===== config.mk =====
export PLATFORM = sky130hd
export DESIGN_NAME = rbk_lane_cfg_regs
export DESIGN_NICKNAME = d
export VERILOG_FILES = /design/src/verilog/rbk_pkg.sv /design/src/verilog/rbk_ctl_if.sv /design/src/verilog/rbk_i2c_slave.sv /design/src/verilog/rbk_lane_cfg_regs.sv
export VERILOG_INCLUDE_DIRS = /design/src /design/src/verilog
export SDC_FILE = /design/constraint.sdc
export NUM_CORES = 1
export LEC_CHECK = 0
export ABC_AREA = 1
export BUFFER_PORTS_ARGS = -buffer_cell sky130_fd_sc_hd__buf_4
export CAP_MARGIN = 30
export CORE_ASPECT_RATIO = 0.5
export CORE_MARGIN = 5
export CORE_UTILIZATION = 40
export DETAILED_ROUTE_END_ITERATION = 8
export SLEW_MARGIN = 40
export SYNTH_ARGS = -nofsm -noshare
export SYNTH_HDL_FRONTEND = slang
export SYNTH_SLANG_ARGS = --single-unit

===== constraint.sdc =====
create_clock -name ref_clk -period 4.7 [get_ports ref_clk]
set_input_delay 0.47 -clock ref_clk [delete_from_list [all_inputs] [get_ports ref_clk]]
set_output_delay 0.47 -clock ref_clk [all_outputs]
set_load 0.03 [all_outputs]

===== src/verilog/rbk_map.svh =====
// Register map, field layout and bus constants of the lane configuration bank
// Operation
// RULE1: Slave address is 111 plus four strap bits; then read=1, write=0.
// RULE2: Bytes at index 0 and 1 are reserved with no function.
// RULE3: Power-down byte index 2, bits 7..4 stop lanes three..zero when 1.
// RULE4: Power-down and lane config bytes are read/write and reset to zero.
// RULE5: Lane config bits 7..4 hold the four-bit boost code, bit 7 msb.
// RULE6: Lane config bits 3..2 hold the dc gain code, bit 3 msb.
// RULE7: Lane config bits 1..0 hold the output swing code, bit 1 msb.
// RULE8: Byte at index 3 configures lane zero.
// RULE9: Byte at index 4 configures lane one, same layout.
// RULE10: Lanes two and three have own bytes; lane three sits at index 5.
// RULE11: Source select high takes lane settings from registers, low from straps.
// RULE12: Register reset pin low returns every register byte to its default.
// RULE13: Swing code 00..11 selects 700, 800, 900, 1000 mVpp.
// RULE14: Gain code 00..11 selects -3.5, -1.5, 0.5, 2.5 dB.
// RULE15: A completed write updates lane outputs at once, no commit needed.
// RULE16: Reserved bytes read zero and ignore writes.
`ifndef RBK_MAP_SVH
`define RBK_MAP_SVH

`define RBK_ADDR_FIXED 3'h7
`define RBK_RSVD0_IDX 8'h00
`define RBK_RSVD1_IDX 8'h01
`define RBK_PWDN_IDX 8'h02
`define RBK_LANE0_IDX 8'h03
`define RBK_LANE1_IDX 8'h04
`define RBK_LANE3_IDX 8'h05
`define RBK_LANE2_IDX 8'h06
`define RBK_REG_RESET 8'h00
`define RBK_PWDN_LSB 4
`define RBK_BOOST_MSB 7
`define RBK_BOOST_LSB 4
`define RBK_GAIN_MSB 3
`define RBK_GAIN_LSB 2
`define RBK_SWING_MSB 1
`define RBK_SWING_LSB 0
`define RBK_BYTE_BITS 4'h8

`endif


===== src/verilog/rbk_pkg.sv =====
// Types shared by the lane configuration bank
`default_nettype none
package rbk_pkg;
    typedef enum logic [2:0]
    {
        RBK_IDLE,
        RBK_ADDR,
        RBK_ADDR_ACK,
        RBK_RX,
        RBK_RX_ACK,
        RBK_TX,
        RBK_TX_ACK
    } rbk_state_e;
endpackage : rbk_pkg
`default_nettype wire


===== src/verilog/rbk_ctl_if.sv =====
// Byte transfer link between the serial slave and the register bank
`timescale 1ns/1ps
`default_nettype none
interface rbk_ctl_if;
    logic idx_stb;
    logic wr_stb;
    logic [7:0] wr_data;
    logic rd_adv;
    logic [7:0] rd_data;
    modport slave (output idx_stb, output wr_stb, output wr_data, output rd_adv, input rd_data);
    modport bank (input idx_stb, input wr_stb, input wr_data, input rd_adv, output rd_data);
endinterface : rbk_ctl_if
`default_nettype wire


===== src/verilog/rbk_i2c_slave.sv =====
// Serial two-wire slave engine: framing, address match, byte strobes
`timescale 1ns/1ps
`default_nettype none
`include "rbk_map.svh"
module rbk_i2c_slave
    import rbk_pkg::*;
(
    input wire logic ref_clk,
    input wire logic resetn,
    input wire logic scl_in,
    input wire logic sda_in,
    input wire logic [3:0] addr_strap,
    output logic sda_oe_n,
    rbk_ctl_if.slave ctl
);
    // ****************************************
    // Pin synchronisers
    // ****************************************
    logic [1:0] scl_m_q, sda_m_q;
    logic [3:0] adr_m_q, adr_q;
    logic scl_q, sda_q, scl_p_q, sda_p_q;
    always_ff @(posedge ref_clk or negedge resetn)
    begin
        if (!resetn)
        begin
            scl_m_q <= 2'h3;
            sda_m_q <= 2'h3;
            adr_m_q <= 4'h0;
            adr_q <= 4'h0;
            scl_p_q <= 1'b1;
            sda_p_q <= 1'b1;
        end
        else
        begin
            scl_m_q <= {scl_m_q[0], scl_in};
            sda_m_q <= {sda_m_q[0], sda_in};
            adr_m_q <= addr_strap;
            adr_q <= adr_m_q;
            scl_p_q <= scl_q;
            sda_p_q <= sda_q;
        end
    end
    assign scl_q = scl_m_q[1];
    assign sda_q = sda_m_q[1];

    logic scl_rise, scl_fall, start_c, stop_c;
    assign scl_rise = scl_q && !scl_p_q;
    assign scl_fall = !scl_q && scl_p_q;
    assign start_c = scl_q && scl_p_q && sda_p_q && !sda_q;
    assign stop_c = scl_q && scl_p_q && !sda_p_q && sda_q;

    // ****************************************
    // Byte engine
    // ****************************************
    rbk_state_e st_q;
    logic [3:0] cnt_q;
    logic [7:0] sr_q;
    logic rw_q, first_q, nack_q;
    always_ff @(posedge ref_clk or negedge resetn)
    begin
        if (!resetn)
        begin
            st_q <= RBK_IDLE;
            cnt_q <= 4'h0;
            sr_q <= 8'h00;
            rw_q <= 1'b0;
            first_q <= 1'b0;
            nack_q <= 1'b0;
            sda_oe_n <= 1'b1;
            ctl.idx_stb <= 1'b0;
            ctl.wr_stb <= 1'b0;
            ctl.wr_data <= 8'h00;
            ctl.rd_adv <= 1'b0;
        end
        else
        begin
            ctl.idx_stb <= 1'b0;
            ctl.wr_stb <= 1'b0;
            ctl.rd_adv <= 1'b0;
            if (start_c)
            begin
                st_q <= RBK_ADDR;
                cnt_q <= 4'h0;
                sda_oe_n <= 1'b1;
            end
            else if (stop_c)
            begin
                st_q <= RBK_IDLE;
                sda_oe_n <= 1'b1;
            end
            else if (scl_rise)
            begin
                case (st_q)
                    RBK_ADDR, RBK_RX:
                    begin
                        sr_q <= {sr_q[6:0], sda_q};
                        cnt_q <= cnt_q + 4'h1;
                    end
                    RBK_TX:
                        cnt_q <= cnt_q + 4'h1;
                    RBK_TX_ACK:
                        nack_q <= sda_q;
                    default:
                        ;
                endcase
            end
            else if (scl_fall)
            begin
                case (st_q)
                    RBK_ADDR:
                        if (cnt_q == `RBK_BYTE_BITS)
                        begin
                            if (sr_q[7:1] == {`RBK_ADDR_FIXED, adr_q}) // see RULE1
                            begin
                                rw_q <= sr_q[0]; // see RULE1
                                sda_oe_n <= 1'b0;
                                st_q <= RBK_ADDR_ACK;
                            end
                            else
                                st_q <= RBK_IDLE;
                        end
                    RBK_ADDR_ACK:
                    begin
                        cnt_q <= 4'h0;
                        first_q <= 1'b1;
                        if (rw_q)
                        begin
                            sda_oe_n <= ctl.rd_data[7];
                            sr_q <= {ctl.rd_data[6:0], 1'b0};
                            st_q <= RBK_TX;
                        end
                        else
                        begin
                            sda_oe_n <= 1'b1;
                            st_q <= RBK_RX;
                        end
                    end
                    RBK_RX:
                        if (cnt_q == `RBK_BYTE_BITS)
                        begin
                            sda_oe_n <= 1'b0;
                            ctl.wr_data <= sr_q;
                            ctl.idx_stb <= first_q;
                            ctl.wr_stb <= !first_q;
                            first_q <= 1'b0;
                            st_q <= RBK_RX_ACK;
                        end
                    RBK_RX_ACK:
                    begin
                        sda_oe_n <= 1'b1;
                        cnt_q <= 4'h0;
                        st_q <= RBK_RX;
                    end
                    RBK_TX:
                        if (cnt_q == `RBK_BYTE_BITS)
                        begin
                            sda_oe_n <= 1'b1;
                            ctl.rd_adv <= 1'b1;
                            st_q <= RBK_TX_ACK;
                        end
                        else
                        begin
                            sda_oe_n <= sr_q[7];
                            sr_q <= {sr_q[6:0], 1'b0};
                        end
                    RBK_TX_ACK:
                        if (nack_q)
                            st_q <= RBK_IDLE;
                        else
                        begin
                            cnt_q <= 4'h0;
                            sda_oe_n <= ctl.rd_data[7];
                            sr_q <= {ctl.rd_data[6:0], 1'b0};
                            st_q <= RBK_TX;
                        end
                    default:
                        st_q <= RBK_IDLE;
                endcase
            end
        end
    end
endmodule : rbk_i2c_slave
`default_nettype wire


===== src/verilog/rbk_lane_cfg_regs.sv =====
// Lane configuration register bank behind the two-wire slave port
`timescale 1ns/1ps
`default_nettype none
`include "rbk_map.svh"
module rbk_lane_cfg_regs
    import rbk_pkg::*;
#(
    parameter int LANES = 4
)
(
    input wire logic ref_clk,
    input wire logic resetn,
    input wire logic scl_in,
    input wire logic sda_in,
    output logic sda_out,
    output logic sda_oe_n,
    input wire logic [3:0] addr_strap,
    input wire logic reg_resetn,
    input wire logic config_source_select,
    input wire logic [3:0] boost_strap,
    input wire logic [1:0] gain_strap,
    input wire logic [1:0] swing_strap,
    output logic [LANES-1:0] lane_power_down,
    output logic [LANES-1:0][3:0] boost_code,
    output logic [LANES-1:0][1:0] dc_gain_code,
    output logic [LANES-1:0][1:0] output_swing_code
);
    localparam logic [7:0] LANE_IDX [4] =
        '{`RBK_LANE0_IDX, `RBK_LANE1_IDX, `RBK_LANE2_IDX, `RBK_LANE3_IDX};

    rbk_ctl_if ctl ();
    logic sda_oe_n_i;

    rbk_i2c_slave u_slave (
        .ref_clk(ref_clk),
        .resetn(resetn),
        .scl_in(scl_in),
        .sda_in(sda_in),
        .addr_strap(addr_strap),
        .sda_oe_n(sda_oe_n_i),
        .ctl(ctl)
    );

    // ****************************************
    // Pin synchronisers
    // ****************************************
    logic [1:0] rst_m_q, sel_m_q;
    logic [7:0] strap_m_q, strap_q;
    logic clr_q, sel_q;
    always_ff @(posedge ref_clk or negedge resetn)
    begin
        if (!resetn)
        begin
            rst_m_q <= 2'h3;
            sel_m_q <= 2'h0;
            strap_m_q <= 8'h00;
            strap_q <= 8'h00;
        end
        else
        begin
            rst_m_q <= {rst_m_q[0], reg_resetn};
            sel_m_q <= {sel_m_q[0], config_source_select};
            strap_m_q <= {boost_strap, gain_strap, swing_strap};
            strap_q <= strap_m_q;
        end
    end
    assign clr_q = !rst_m_q[1];
    assign sel_q = sel_m_q[1];

    // ****************************************
    // Index pointer
    // ****************************************
    logic [7:0] ptr_q;
    always_ff @(posedge ref_clk or negedge resetn)
    begin
        if (!resetn)
            ptr_q <= 8'h00;
        else if (ctl.idx_stb)
            ptr_q <= ctl.wr_data;
        else if (ctl.wr_stb || ctl.rd_adv)
            ptr_q <= ptr_q + 8'h01;
    end

    // ****************************************
    // Register bytes
    // ****************************************
    logic [7:0] pwdn_q;
    logic [7:0] cfg_q [LANES];
    always_ff @(posedge ref_clk or negedge resetn)
    begin
        if (!resetn)
            pwdn_q <= `RBK_REG_RESET; // see RULE4
        else if (clr_q)
            pwdn_q <= `RBK_REG_RESET; // see RULE12
        else if (ctl.wr_stb && ptr_q == `RBK_PWDN_IDX)
            pwdn_q <= ctl.wr_data; // see RULE3
    end

    logic [7:0] rd_lane [LANES+1];
    assign rd_lane[0] = 8'h00;
    genvar g;
    generate
        for (g = 0; g < LANES; g++)
        begin : g_lane
            always_ff @(posedge ref_clk or negedge resetn)
            begin
                if (!resetn)
                    cfg_q[g] <= `RBK_REG_RESET; // see RULE4
                else if (clr_q)
                    cfg_q[g] <= `RBK_REG_RESET; // see RULE12
                else if (ctl.wr_stb && ptr_q == LANE_IDX[g])
                    cfg_q[g] <= ctl.wr_data; // see RULE8 see RULE9 see RULE10
            end
            assign rd_lane[g+1] = rd_lane[g] | ((ptr_q == LANE_IDX[g]) ? cfg_q[g] : 8'h00);

            // Lane outputs follow the register at once, or the straps with power-down held at zero
            always_ff @(posedge ref_clk or negedge resetn)
            begin
                if (!resetn)
                begin
                    lane_power_down[g] <= 1'b0;
                    boost_code[g] <= 4'h0;
                    dc_gain_code[g] <= 2'h0;
                    output_swing_code[g] <= 2'h0;
                end
                else if (sel_q) // see RULE11 see RULE15
                begin
                    lane_power_down[g] <= pwdn_q[`RBK_PWDN_LSB + g]; // see RULE3
                    boost_code[g] <= cfg_q[g][`RBK_BOOST_MSB:`RBK_BOOST_LSB]; // see RULE5
                    dc_gain_code[g] <= cfg_q[g][`RBK_GAIN_MSB:`RBK_GAIN_LSB]; // see RULE6 see RULE14
                    output_swing_code[g] <= cfg_q[g][`RBK_SWING_MSB:`RBK_SWING_LSB]; // see RULE7 see RULE13
                end
                else
                begin
                    lane_power_down[g] <= 1'b0;
                    boost_code[g] <= strap_q[`RBK_BOOST_MSB:`RBK_BOOST_LSB]; // see RULE11
                    dc_gain_code[g] <= strap_q[`RBK_GAIN_MSB:`RBK_GAIN_LSB];
                    output_swing_code[g] <= strap_q[`RBK_SWING_MSB:`RBK_SWING_LSB];
                end
            end
        end
    endgenerate

    // Reserved and unmapped bytes read zero
    assign ctl.rd_data = (ptr_q == `RBK_PWDN_IDX) ? pwdn_q : rd_lane[LANES]; // see RULE2 see RULE16

    // ****************************************
    // Pin drivers
    // ****************************************
    always_ff @(posedge ref_clk or negedge resetn)
    begin
        if (!resetn)
        begin
            sda_out <= 1'b0;
            sda_oe_n <= 1'b1;
        end
        else
        begin
            sda_out <= 1'b0;
            sda_oe_n <= sda_oe_n_i;
        end
    end
endmodule : rbk_lane_cfg_regs
`default_nettype wire


==> flow_summary.toml <==
[global_routing]
grt_pass1_vias = 4630
global_route.usage.total = 0.157
grt_pass1_wl_mm = 23.6
antenna_found_initial = 0
grt_start_max_net_pins = 111
overflow = 0

[floorplanning]
initial_core_util = 0.404
die_area_sq_um = 19200
dieHeight_um = 100
io_pins = 56
coreArea_sq_um = 16200
rows = 33
die_width_um = 191

[timing]
worst_slew_pin_slew_ns = 0.725
fin_ws_ns = 2.67
fin_tns_setup_ns = 0
timing.fmax_ghz = 0.493
min_period_ns = 2.03
slew_headroom = 0.517
setup_viol = 0
grt_setup_unrepaired = "no"
drv_slew = 0
period_share = 0.432
fin_hold_ws_ns = -0.0309
skew_ns = 0.00935
hold_viol = 30

[synth]
synth_top_area_frac = 0.531
synth.ff_latch_count = 149
yosysWarnings = 0
synth.most_common_cell = "nand2_1"
synth.avg_cell_area_sq_um = 9.23
synthFlopType = "dfrtp_1"
synth_edf_count = 0
synth_common_cells = "nand2_1 (203), dfrtp_1 (139), inv_1 (85)"
synth_top_area_cell = "dfrtp_1"
async_flop_share = 1.00
syn_nets = 736
yosysUniqueCellTypes = 41
synth-seq-area-share = 0.571
synthCells = 709
synth_area_leaders = "dfrtp_1 (53%), nand2_1 (12%), o21ai_0 (5.0%)"
netlist_area_sq_um = 6550

[place]
gp_congestion = 0.863
place_ws_ns = 2.71
io_buffer_count = 54
hpwl_mm = 9.98
postPlaceCellArea_sq_um = 7130

[clock_network]
post-cts-setup-buffers = 0
clockRootBuffer = "clkbuf_16"
cts_tree = "built"
cts_resized = 0
cts.clk_slew.worst_paths_ns = 0.07
holdBufCountCts = 0
cts_made_buffers = 17
h-tree-depth = 4
cts_sinks = 149
cts_buffer_depth = 2
worstSkewPairLatency_ns = 0.43

[finish]
post-route-util = 0.476
antennaDiodeCount = 0
final_nets = 796
area_growth_pct = 18.0
drive_gt1_frac = 0.188
fin_area_sq_um = 7720
num-fill-cells = 1556

[setup_path]
crit_chain = "inv_1 > ha_1 > nor2_2 > inv_1 > a21oi_1 > nand2_1 > a21oi_1"
cpPeakStageDelay_ns = 0.54
critPathSlowestCell = "dfstp_2"
worstSetupPathType = "reg2reg"
arrival_ns = 2.38
critical_path.endpoint_type = "flip-flop"
critical_path_required_ns = 5.05
crit_fanout = 11
cp-start-kind = "flip-flop"

[drt]
drc_errors = 0
vias = 4791
avgViaCountPerCell = 4.75
drt_iter0_markers = 381
drt_wl_total_mm = 14.3
ant_nets = 0
first_pass_iters = 5
wl_per_cell_um = 14.2

[power]
finalPower_mw = 2.89
ir_worst_vdd_mv = 0.242
powerDensity_nw_per_um2 = 374
leakagePower_nw = 3.76

[job]
max_cap_violations = 0

[status]
violations = "negative hold slack"
status = "finished, violations left"

[worst_hold_path]
hold_class = "in2async"
## per-stage QoR
step	std cells	hold WS, ns
6_report	1009	-0.0309
5_1_grt	1009	0.00579
4_1_cts	1008	0.127
3_5_place_dp	976	0.336
3_3_place_gp	976	0.333
2_1_floorplan	709	0.174
## registers in the layout, summed over array words and instances, names as in the netlist, 2 cells and up
name	flops
cfg_q	32
output_swing_code	8
u_slave.st_q	3
u_slave.sr_q	8
sel_m_q	2
u_slave.cnt_q	4
pwdn_q	8
u_slave.scl_m_q	2
strap_q	8
lane_power_down	4
rst_m_q	2
strap_m_q	8
ptr_q	8
u_slave.adr_q	4
u_slave.adr_m_q	4
u_slave.sda_m_q	2
boost_code	16
u_slave.ctl.wr_data	8
dc_gain_code	8
## routing by layer
metal	wire length (um)	track usage	part of all wire
met1	7100	0.224	0.50
met5	0	0	0
met3	623	0.0370	0.044
met4	206	0.0535	0.014
met2	6380	0.236	0.45
## worst max-delay path, delay by kind of cell, from the launching register on
kind / cells / cell delay [ns]
DFF: 1 / 0.54
and+or+nand+nor: 2 / 0.46
adders and majority gates: 1 / 0.35
AOI/OAI and AO/OA: 2 / 0.33
buffers and inverters: 2 / 0.25
## path summary, 6_finish.rpt
kind | start | end | slack, ns | cells after the start
min in group ref_clk | reg_resetn | rst_m_q[0]$_DFF_PN1_ | 0.14 | 1
max reg2reg | u_slave.scl_p_q$_DFF_PN1_ | u_slave.sr_q[4]$_DFFE_PN0P_ | 2.67 | 7
min reg2reg | strap_m_q[3]$_DFF_PN0_ | strap_q[3]$_DFF_PN0_ | 0.35 | 0
max in group asynchronous | resetn | sda_oe_n$_DFF_PN1_ | 3.82 | 2
max | u_slave.scl_p_q$_DFF_PN1_ | u_slave.sr_q[4]$_DFFE_PN0P_ | 2.67 | 7
min | resetn | u_slave.adr_m_q[3]$_DFF_PN0_ | -0.03 | 1
## power breakdown
| part | internal [mW] | leakage, nW | switching (mW) |
|---|---|---|---|
| clock | 0.697 | 0.269 | 0.602 |
| combinational | 0.0700 | 1.55 | 0.150 |
| sequential | 1.34 | 1.94 | 0.0345 |
| total | 2.10 | 3.76 | 0.787 |
## cell families after synthesis
family	Yosys count	synth area share
simple gates	317	0.230
flops	149	0.571
compound gates	125	0.108
buf+inv	106	0.0705
fa+ha+maj	9	0.0172
xor+xnor	2	0.00268
other cells	1	0.000573
## final cells by class
class,instances,area (sq um),share of cell area
flip-flops and latches,149,3740,0.484
inverters,91,342,0.0442
well taps,227,284,0.0368
clock inverters,15,139,0.0180
clock buffers,17,425,0.0551
repair buffers,56,448,0.0580
multi-input cells,454,2340,0.304
## cells in the final DEF (no fill, tap or decap), types with 6 or more instances in the layout
| cell type | synthesis | final |
|---|---|---|
| nand3_1 | 23 | 23 |
| buf_4 | 2 | 54 |
| nor2_1 | 40 | 40 |
| inv_1 | 85 | 85 |
| a21oi_1 | 28 | 28 |
| clkbuf_16 | 0 | 17 |
| o21ai_2 | 7 | 7 |
| nand4_1 | 7 | 7 |
| nand2_1 | 203 | 203 |
| nand2_2 | 6 | 6 |
| o21ai_1 | 13 | 13 |
| ha_1 | 9 | 9 |
| dfstp_2 | 10 | 10 |
| o21ai_0 | 65 | 65 |
| dfrtp_1 | 139 | 139 |
| nor3_1 | 11 | 11 |
(Power assumes the default switching activity.)
